===== src/wdog_cfg.svh =====
// Purpose: Constants for the instruction cycle watchdog.
// Assumes: One instruction clock enable pulse per machine cycle.
// Notes:   Counts are in instruction clocks.
// Behaviour
// - After reset release counter loads all ones, decrements each instruction clock.
// - Count pulse while counter is zero is underflow; sets first flag.
// - Underflow with first flag set sets second flag and issues reset.
// - Watchdog reset turns on reset pin pull-down, driving it low.
// - Without service, second underflow after 131072 counts sets second flag, resets.
// - Reset function active whenever enable flag is one.
// - Disable then service back to back clears enable flag.
// - Enable flag forced to one on reset and RAM back-up entry.
// - Service with first flag set clears it and skips next instruction.
// - Service with first flag clear does not skip.
// - Service skip works even with watchdog reset disabled.
// - Disable instruction alone does not stop the watchdog.
// - Power-down entry reinitialises first flag and counter.
// - One decrement per machine cycle; instruction clock only source.
`ifndef WDOG_CFG_SVH
`define WDOG_CFG_SVH
`define WDOG_CNT_W     16
`define WDOG_CNT_INIT  16'hffff
`define WDOG_CNT_ZERO  16'h0000
`define WDOG_EN_INIT   1'b1
`endif


===== src/wdog_pkg.sv =====
// Purpose: Types for the instruction cycle watchdog.
// Assumes: Nothing.
// Notes:   Sequencer state for the disable pairing.
package wdog_pkg;
    typedef enum logic {
        SEQ_IDLE,
        SEQ_ARMED
    } disable_seq_t;
endpackage

===== src/wdog_cnt_if.sv =====
// Purpose: Counter to core signals of the watchdog.
// Assumes: Single clock domain.
// Notes:   Counter drives underflow, core drives restart.
`timescale 1ns/10ps
interface wdog_cnt_if;
    logic tick;
    logic restart;
    logic underflow;
    modport counter (input tick, input restart, output underflow);
    modport core    (output tick, output restart, input underflow);
endinterface


===== src/cycle_down_counter.sv =====
// Purpose: 16-bit down counter on instruction clock pulses.
// Assumes: Tick is one cycle wide.
// Notes:   Wraps to all ones after zero.
`timescale 1ns/10ps
`include "wdog_cfg.svh"
module cycle_down_counter
    import wdog_pkg::*;
#(
    parameter int CNT_W = `WDOG_CNT_W
) (
    // Clock and reset
    input  wire logic   sys_clk,
    input  wire logic   rst,
    // Core side
    wdog_cnt_if.counter cnt
);
    logic [CNT_W-1:0] count_q;
    logic [CNT_W-1:0] count_d;

    // Next count and underflow
    always_comb begin
        count_d = count_q;
        cnt.underflow = 1'b0;
        if (cnt.restart) begin
            count_d = CNT_W'(`WDOG_CNT_INIT);
        end else if (cnt.tick) begin
            count_d = count_q - CNT_W'(1);
            cnt.underflow = (count_q == CNT_W'(`WDOG_CNT_ZERO));
        end
    end

    // Count register
    always_ff @(posedge sys_clk or posedge rst) begin
        if (rst) begin
            count_q <= CNT_W'(`WDOG_CNT_INIT);
        end else begin
            count_q <= count_d;
        end
    end

    a_count_step: assert property (@(posedge sys_clk) disable iff (rst)
        (cnt.tick && !cnt.restart) |=> count_q == $past(count_q) - CNT_W'(1))
        else $error("counter did not step");
    a_restart_load: assert property (@(posedge sys_clk) disable iff (rst)
        cnt.restart |=> count_q == CNT_W'(`WDOG_CNT_INIT))
        else $error("counter not reloaded");
    a_uflow_zero: assert property (@(posedge sys_clk) disable iff (rst)
        cnt.underflow |-> count_q == CNT_W'(0) && cnt.tick)
        else $error("underflow without zero");
endmodule


===== src/instruction_cycle_watchdog.sv =====
// Purpose: Instruction cycle watchdog with service skip and disable.
// Assumes: Instruction strobes are one cycle pulses, one per instruction.
// Notes:   Reset pin output is open drain, low while resetPinOe high.
`timescale 1ns/10ps
`include "wdog_cfg.svh"
module instruction_cycle_watchdog
    import wdog_pkg::*;
(
    // Clock and reset
    input  wire logic sys_clk,
    input  wire logic rst,
    // Core instruction strobes
    input  wire logic instrClk,
    input  wire logic instrExec,
    input  wire logic serviceSkipInstr,
    input  wire logic guardDisableInstr,
    input  wire logic powerDownEntry,
    input  wire logic ramBackupEntry,
    // Core answers
    output logic      skipNext,
    output logic      firstUnderflowFlag,
    output logic      secondUnderflowFlag,
    output logic      guardEnableFlag,
    // Reset pin
    output logic      resetPinOut,
    output logic      resetPinOe
);
    wdog_cnt_if cntBus ();

    disable_seq_t seq_q;
    disable_seq_t seq_d;
    logic first_q;
    logic first_d;
    logic second_q;
    logic second_d;
    logic enable_q;
    logic enable_d;
    logic skip_q;
    logic skip_d;
    logic wdReset;

    // Counter feed
    assign cntBus.tick    = instrClk;
    assign cntBus.restart = powerDownEntry;

    cycle_down_counter #(
        .CNT_W (`WDOG_CNT_W)
    ) u_counter (
        .sys_clk (sys_clk),
        .rst     (rst),
        .cnt     (cntBus)
    );

    // Reset request from a second underflow while enabled
    assign wdReset = cntBus.underflow && first_q && enable_q;

    // Flag and sequencer next state
    always_comb begin
        seq_d    = seq_q;
        first_d  = first_q;
        second_d = second_q;
        enable_d = enable_q;
        skip_d   = 1'b0;
        if (instrExec) begin
            // Disable arms only when the very next instruction serves
            seq_d = guardDisableInstr ? SEQ_ARMED : SEQ_IDLE;
        end
        if (serviceSkipInstr) begin
            skip_d  = first_q;
            first_d = 1'b0;
            if (seq_q == SEQ_ARMED) begin
                enable_d = 1'b0;
            end
        end
        if (cntBus.underflow) begin
            first_d = 1'b1;
        end
        if (wdReset) begin
            second_d = 1'b1;
        end
        if (powerDownEntry) begin
            first_d = 1'b0;
        end
        if (ramBackupEntry) begin
            enable_d = `WDOG_EN_INIT;
        end
    end

    // Flag registers
    always_ff @(posedge sys_clk or posedge rst) begin
        if (rst) begin
            seq_q    <= SEQ_IDLE;
            first_q  <= 1'b0;
            second_q <= 1'b0;
            enable_q <= `WDOG_EN_INIT;
            skip_q   <= 1'b0;
        end else begin
            seq_q    <= seq_d;
            first_q  <= first_d;
            second_q <= second_d;
            enable_q <= enable_d;
            skip_q   <= skip_d;
        end
    end

    // Reset pin pull-down, held until system reset clears it
    assign resetPinOut         = 1'b0;
    assign resetPinOe          = second_q;
    assign skipNext            = skip_q;
    assign firstUnderflowFlag  = first_q;
    assign secondUnderflowFlag = second_q;
    assign guardEnableFlag     = enable_q;

    a_reset_on_second: assert property (@(posedge sys_clk) disable iff (rst)
        (cntBus.underflow && first_q && enable_q) |=> resetPinOe)
        else $error("no reset on second underflow");
    a_no_reset_off: assert property (@(posedge sys_clk) disable iff (rst)
        (!second_q && (!enable_q || !first_q || !cntBus.underflow))
        |=> !second_q)
        else $error("reset while disabled");
    a_first_set: assert property (@(posedge sys_clk) disable iff (rst)
        (cntBus.underflow && !powerDownEntry) |=> first_q)
        else $error("first flag not set");
    a_skip_follow: assert property (@(posedge sys_clk) disable iff (rst)
        serviceSkipInstr |=> skipNext == $past(first_q))
        else $error("skip mismatch");
    a_svc_clears: assert property (@(posedge sys_clk) disable iff (rst)
        (serviceSkipInstr && !cntBus.underflow) |=> !first_q)
        else $error("service left first flag");
    a_pair_disables: assert property (@(posedge sys_clk) disable iff (rst)
        (instrExec && guardDisableInstr) ##1
        (instrExec && serviceSkipInstr && !ramBackupEntry)
        |=> !guardEnableFlag)
        else $error("pair did not disable");
    a_lone_disable: assert property (@(posedge sys_clk) disable iff (rst)
        (guardEnableFlag && (!serviceSkipInstr || seq_q == SEQ_IDLE))
        |=> guardEnableFlag)
        else $error("enable dropped alone");
    a_backup_enable: assert property (@(posedge sys_clk) disable iff (rst)
        ramBackupEntry |=> guardEnableFlag)
        else $error("back-up did not enable");
    a_pd_clears: assert property (@(posedge sys_clk) disable iff (rst)
        powerDownEntry |=> !first_q)
        else $error("power-down kept flag");
    a_pin_hold: assert property (@(posedge sys_clk) disable iff (rst)
        resetPinOe |=> resetPinOe && !resetPinOut)
        else $error("reset pin released");

    c_first_uflow: cover property (@(posedge sys_clk) disable iff (rst)
        cntBus.underflow && !first_q);
    c_wd_reset: cover property (@(posedge sys_clk) disable iff (rst)
        $rose(resetPinOe));
    c_skip: cover property (@(posedge sys_clk) disable iff (rst)
        skipNext);
    c_disabled: cover property (@(posedge sys_clk) disable iff (rst)
        $fell(guardEnableFlag));
endmodule


===== config.mk =====
export PLATFORM = sky130hd
export DESIGN_NAME = instruction_cycle_watchdog
export DESIGN_NICKNAME = d
export VERILOG_FILES = /design/src/wdog_pkg.sv /design/src/wdog_cnt_if.sv /design/src/cycle_down_counter.sv /design/src/instruction_cycle_watchdog.sv
export VERILOG_INCLUDE_DIRS = /design/src
export SDC_FILE = /design/constraint.sdc
export NUM_CORES = 1
export LEC_CHECK = 0
export BUFFER_PORTS_ARGS = -buffer_cell sky130_fd_sc_hd__buf_4
export CORE_ASPECT_RATIO = 1.2
export CORE_MARGIN = 5
export CORE_UTILIZATION = 50
export DETAILED_ROUTE_END_ITERATION = 8
export GPL_TIMING_DRIVEN = 0
export PLACE_DENSITY = 0.74
export SYNTH_ARGS = -nofsm -noshare
export SYNTH_HDL_FRONTEND = slang
export SYNTH_SLANG_ARGS = --single-unit

===== constraint.sdc =====
create_clock -name sys_clk -period 2.9 [get_ports sys_clk]
set_input_delay 0.145 -clock sys_clk [delete_from_list [all_inputs] [get_ports sys_clk]]
set_output_delay 0.145 -clock sys_clk [all_outputs]
set_load 0.005 [all_outputs]

Yosys cells after proc, flatten, opt, wreduce, memory -nomap -nowiden
Cells that the tools add are included.
- register bits after elaboration: 21
- latch bits: 0
- bits in writable memories: 0
- memory bits (read-only): 0
- bits of input ports: 8
- output and inout port bits: 6
- memories: 0
- add/subtract/negate cells: 1
- $mul: 0
- div/mod/pow operators: 0
- order comparisons: 0
- equality and inequality tests: 0
- shift operators: 0
- multiplexer cells: 12
- bitwise logic cells: 0
- reduce and logical (&&, ||, !) cells: 8
- operators with widths (operator ; number):
    $mux 16 ; 2
    $logic_not 16->1 ; 1
    $sub 16x1->16 const B ; 1
    $mux 1 ; 10
    $reduce_bool 2->1 ; 3
    $reduce_bool 3->1 ; 1
    $logic_and 1x1->1 ; 2
    $reduce_and 2->1 ; 1

Longest topological paths before layout
- depth after elaboration: 5
- mapped depth: 6

Modules after synthesis
A second synthesis with hierarchy kept.
- cells, all modules: 102
- area total of the unflattened synthesis: 1049.8 µm²
- modules (own cells, without submodules) (module ; times used ; cells an instance ; area an instance (µm²)):
    cycle_down_counter ; 1 ; 85 ; 839.6
    instruction_cycle_watchdog ; 1 ; 17 ; 210.2

Least setup slack after synthesis
No wires, ideal clock.
- kind: register to register
- from: reg u_counter.count_q[9]
- to: reg second_q (netlist: resetPinOe)
- data arrival time: 1826 ps
- required time: 2808 ps
- setup slack: 983 ps
- cell stages (with the launch flop): 5
- period minus slack after synthesis: 1917 ps
- cell sequence: dfstp_2 -> or4_4 -> or3_1 -> or4_4 -> o31ai_2
- cells in the longest elaborated chain, start to end: 5
- RTL lines (element ; RTL line ; source):
    from (decl) ; cycle_down_counter.sv:17 ; logic [CNT_W-1:0] count_q;
    from (signal assigned) ; cycle_down_counter.sv:35 ; count_q <= CNT_W'(`WDOG_CNT_INIT);
    from (signal assigned) ; cycle_down_counter.sv:37 ; count_q <= count_d;
    $logic_not 16->1 ; cycle_down_counter.sv:28 ; cnt.underflow = (count_q == CNT_W'(`WDOG_CNT_ZERO));
    $mux 1 ; cycle_down_counter.sv:26 ; end else if (cnt.tick) begin
    $mux 1 ; cycle_down_counter.sv:24 ; if (cnt.restart) begin
    $logic_and 1x1->1 (2 in a row) ; instruction_cycle_watchdog.sv:55 ; assign wdReset = cntBus.underflow && first_q && enable_q;
    to (signal assigned) ; instruction_cycle_watchdog.sv:100 ; second_q <= second_d;
    to (decl) ; instruction_cycle_watchdog.sv:34 ; logic second_q;
Every way passes these cells.
A chain may end at the register's enable or synchronous reset.

Final worst setup path
- from: reg u_counter.count_q[3]
- to: reg second_q (netlist: resetPinOe)
The elaborated chain is that of the path after synthesis.

==> impl_table.tex <==
\begin{tabular}{lr}
\hline
Metric & Value \\
\hline
\multicolumn{2}{l}{\textbf{Run status}} \\
\quad Result of the run & finished clean \\
\multicolumn{2}{l}{\textbf{Worst setup path}} \\
\quad CP endpoint kind & flip-flop \\
\quad Worst endpoint required time & 3.13 ns \\
\quad Maximum net fanout on the critical path & 5 \\
\quad Critical path start-end classification & flip-flop to flip-flop \\
\quad Worst setup SP type & flip-flop \\
\quad Data arrival time of the worst path & 2.31 ns \\
\multicolumn{2}{l}{\textbf{Drt}} \\
\quad Routed length on met2 & 920 microns \\
\quad Wl on met1 & 832 microns \\
\quad Vias after detailed routing & 768 \\
\quad Average routed wire per standard cell & 12.3 microns \\
\quad Final wirelength & 1.85 mm \\
\quad Met3 WL post-DR & 55 microns \\
\quad Routed vias/inst & 5.12 \\
\quad Initial detailed-routing violation count & 18 \\
\quad Iteration count of the initial detailed-routing pass & 4 \\
\quad DRC violations left & 0 \\
\quad Highest metal layer with signal wires & met4 \\
\quad Number of routed nets with antenna violations & 0 \\
\multicolumn{2}{l}{\textbf{Global route}} \\
\quad Global route overflow & 0 \\
\quad Total global routing track utilization & 13.6\% \\
\quad Vias in the first global route & 770 \\
\quad Number of antenna violations at the first check in global routing & 0 \\
\quad Wire length of the first global-routing pass & 3.16 mm \\
\quad Pin count of the biggest net entering global routing & 22 \\
\multicolumn{2}{l}{\textbf{Layout}} \\
\quad Net count of the finished layout & 130 \\
\quad Final instance count without filler cells & 150 \\
\quad Antenna cells & 0 \\
\quad Synthesis-to-layout area growth & 16.3\% \\
\quad Commonest cells after routing, fill and taps aside & 17 x dfstp\_2, 14 x buf\_4, 10 x nand2b\_1 \\
\quad Share of cells above drive strength 1 & 35.8\% \\
\quad Leading cell type in the layout, fill and taps excluded & dfstp\_2 \\
\quad Layout Utilization & 60.6\% \\
\quad Cell area after layout & 0.00124 sq mm \\
\multicolumn{2}{l}{\textbf{Timing}} \\
\quad Max frequency & 479 MHz \\
\quad Headroom to the max-slew limit & 49.0\% \\
\quad Min Clock Period, post-route & 2.09 ns \\
\quad Fin. max-slew vios & 0 \\
\quad Setup-violating endpoint count in the final report & 0 \\
\quad Unrepaired setup endpoints after global routing & no \\
\quad Fin. Hold Viols & 0 \\
\quad Final critical-path setup slack & 0.814 ns \\
\quad Worst Skew & 0.00389 ns \\
\quad Summed negative setup slack over all endpoints & 0 ns \\
\quad Fin Hold WS & 0.0573 ns \\
\quad Period Utilization, post-route & 71.9\% \\
\quad Least-Margin Pin Slew & 0.765 ns \\
\multicolumn{2}{l}{\textbf{Clocking}} \\
\quad TritonCTS clock tree & built \\
\quad Number of resized instances in the post-cts repair step & 0 \\
\quad Clock slew at reported path FFs & 0.11 ns \\
\quad Clock tree sinks & 21 \\
\quad Clock latency at the later pin of the worst-skew pair & 0.31 ns \\
\quad Total CTS buffers & 3 \\
\quad Clk root buf & clkbuf\_4 \\
\quad Max clock buf depth & 2 \\
\quad Number of H-tree levels & 1 \\
\multicolumn{2}{l}{\textbf{Place}} \\
\quad Post-DP HPWL & 1.34 mm \\
\quad Port Buffer Count & 12 \\
\quad Placed insts & 144 \\
\quad Pre-CTS setup slack & 0.848 ns \\
\quad Placer Congestion & 0.732 \\
\quad Standard cell area after detailed placement & 0.00120 sq mm \\
\multicolumn{2}{l}{\textbf{Floorplanning}} \\
\quad Top-level port count & 14 \\
\quad Effective utilization at floorplan & 52.1\% \\
\quad Die H & 60.6 microns \\
\quad Die outline area & 0.00317 sq mm \\
\quad Placement Rows & 18 \\
\quad Core ar. & 0.00205 sq mm \\
\quad Die width & 52.2 microns \\
\multicolumn{2}{l}{\textbf{Synth}} \\
\quad Number of enable flip-flop cells after synthesis & 0 \\
\quad Post-synthesis share of cell area spent on full adders, half adders and majority gates & 1.17\% \\
\quad Unique cell type count in the Yosys netlist & 33 \\
\quad Dominant combinational cell family by area after synthesis & simple AND/OR/NAND/NOR gates \\
\quad Post-synthesis instance area & 0.00107 sq mm \\
\quad Net count of the mapped netlist & 111 \\
\quad Number of storage elements in the synthesis netlist & 21 \\
\quad Fraction of the mapped netlist area in compound gates & 6.32\% \\
\quad Area share of xor/xnor cells in the synthesized design & 6.56\% \\
\quad Synth warnings & 0 \\
\quad Fraction of synthesized area in multiplexers & 3.86\% \\
\quad Simple-gate share of the synthesized area & 26.7\% \\
\quad Most common flop cell mapped by yosys & dfstp\_2 \\
\quad Mean post-synth cell area & 10.5 sq um \\
\quad Cell count after synthesis & 102 \\
\quad Portion of the post-synthesis area used by sequential elements & 51.2\% \\
\quad Proportion of register bits with asynchronous set or reset after synthesis & 100\% \\
\multicolumn{2}{l}{\textbf{Power and ir drop}} \\
\quad PD cells & 393 mW/mm\^{}2 \\
\quad Max rail drop VDD & 374 uV \\
\quad Static leakage & 0.465 nW \\
\quad Overall power of the completed layout & 0.488 mW \\
\multicolumn{2}{l}{\textbf{Min path}} \\
\quad Path type of the worst min-delay path & input pin to flip-flop \\
\multicolumn{2}{l}{\textbf{Flow run}} \\
\quad Reported max-cap violation count & 0 \\
\hline
\end{tabular}
## state kept, by name (all words and copies together) (netlist names)
register,count
firstUnderflowFlag,1
resetPinOe,1
u_counter.count_q,16
skipNext,1
seq_q,1
guardEnableFlag,1
## critical path: stages, from the launching register on
cell and delay, ns:
dfstp_2 0.41, nor4_1 0.57, nand4_1 0.30, or4_4 0.55
o31ai_2 0.17
## repair_timing
action                                 CTS  global route
endpoints found under the hold margin    5             0
buffers inserted                         0             0
hold buffers                             2             0
## layout make-up
| type | instances | area [sq um] |
|---|---|---|
| Fill cell | 181 | 807 |
| Clock buffer | 4 | 26.3 |
| Sequential cell | 21 | 547 |
| Multi-Input combinational cell | 72 | 480 |
| Buffer | 5 | 26.3 |
| Tap cell | 30 | 37.5 |
| Timing Repair Buffer | 14 | 110 |
| Inverter | 4 | 15.0 |
## synth_stat cells, types with 2 or more instances
library cell | count | area [sq um]
dfstp_2 | 17 | 447
nand2b_1 | 10 | 62.6
nor2_1 | 8 | 30.0
xor2_1 | 5 | 43.8
dfrtp_1 | 4 | 100
inv_1 | 4 | 15.0
nand2_1 | 4 | 15.0
nor2b_1 | 4 | 25.0
nor3_1 | 4 | 20.0
clkbuf_1 | 3 | 11.3
mux2i_1 | 3 | 30.0
nand4_1 | 3 | 18.8
nor4_1 | 3 | 18.8
or3_1 | 3 | 18.8
xnor2_1 | 3 | 26.3
a21oi_1 | 2 | 10.0
buf_4 | 2 | 15.0
nand3_1 | 2 | 10.0
o21ai_0 | 2 | 10.0
o31a_2 | 2 | 20.0
or4_4 | 2 | 22.5
## where the power goes
| part | switching (mW) | internal (mW) | leakage [nW] | total, mW |
|---|---|---|---|---|
| Combinational | 0.0198 | 0.0203 | 0.223 | 0.0401 |
| Clock | 0.0879 | 0.0537 | 0.0150 | 0.142 |
| Sequential | 0.00417 | 0.302 | 0.227 | 0.306 |
## per-layer routing
layer  vias to the layer above  global-route usage (%)
met5                         -                       0
met4                         0                    7.66
met3                         5                    2.95
met2                        13                    24.4
met1                       371                    14.7
li1                        379                       -
## cell families (layout without fill, tap and decap cells)
| logic type | Yosys count | count (layout) |
|---|---|---|
| other | 1 | 1 |
| AO/OA/AOI/OAI | 9 | 9 |
| buffers and inverters | 9 | 27 |
| multiplexers | 4 | 4 |
| flip-flops | 21 | 21 |
| adder cells (fa/ha/maj) | 1 | 1 |
| AND/OR/NAND/NOR | 49 | 49 |
| XOR/XNOR | 8 | 8 |
## final timing paths
check,cells after the start,start,end,slack (ns)
worst max-delay path,4,u_counter.count_q[3],resetPinOe,0.81
worst min-delay path,2,serviceSkipInstr,skipNext,0.06
worst max register to register,4,u_counter.count_q[3],resetPinOe,0.81
worst min register to register,2,resetPinOe,resetPinOe,0.51
max in group asynchronous,3,rst,resetPinOe,1.90
min in group asynchronous,3,rst,skipNext,0.53
(Power assumes the default switching activity.)
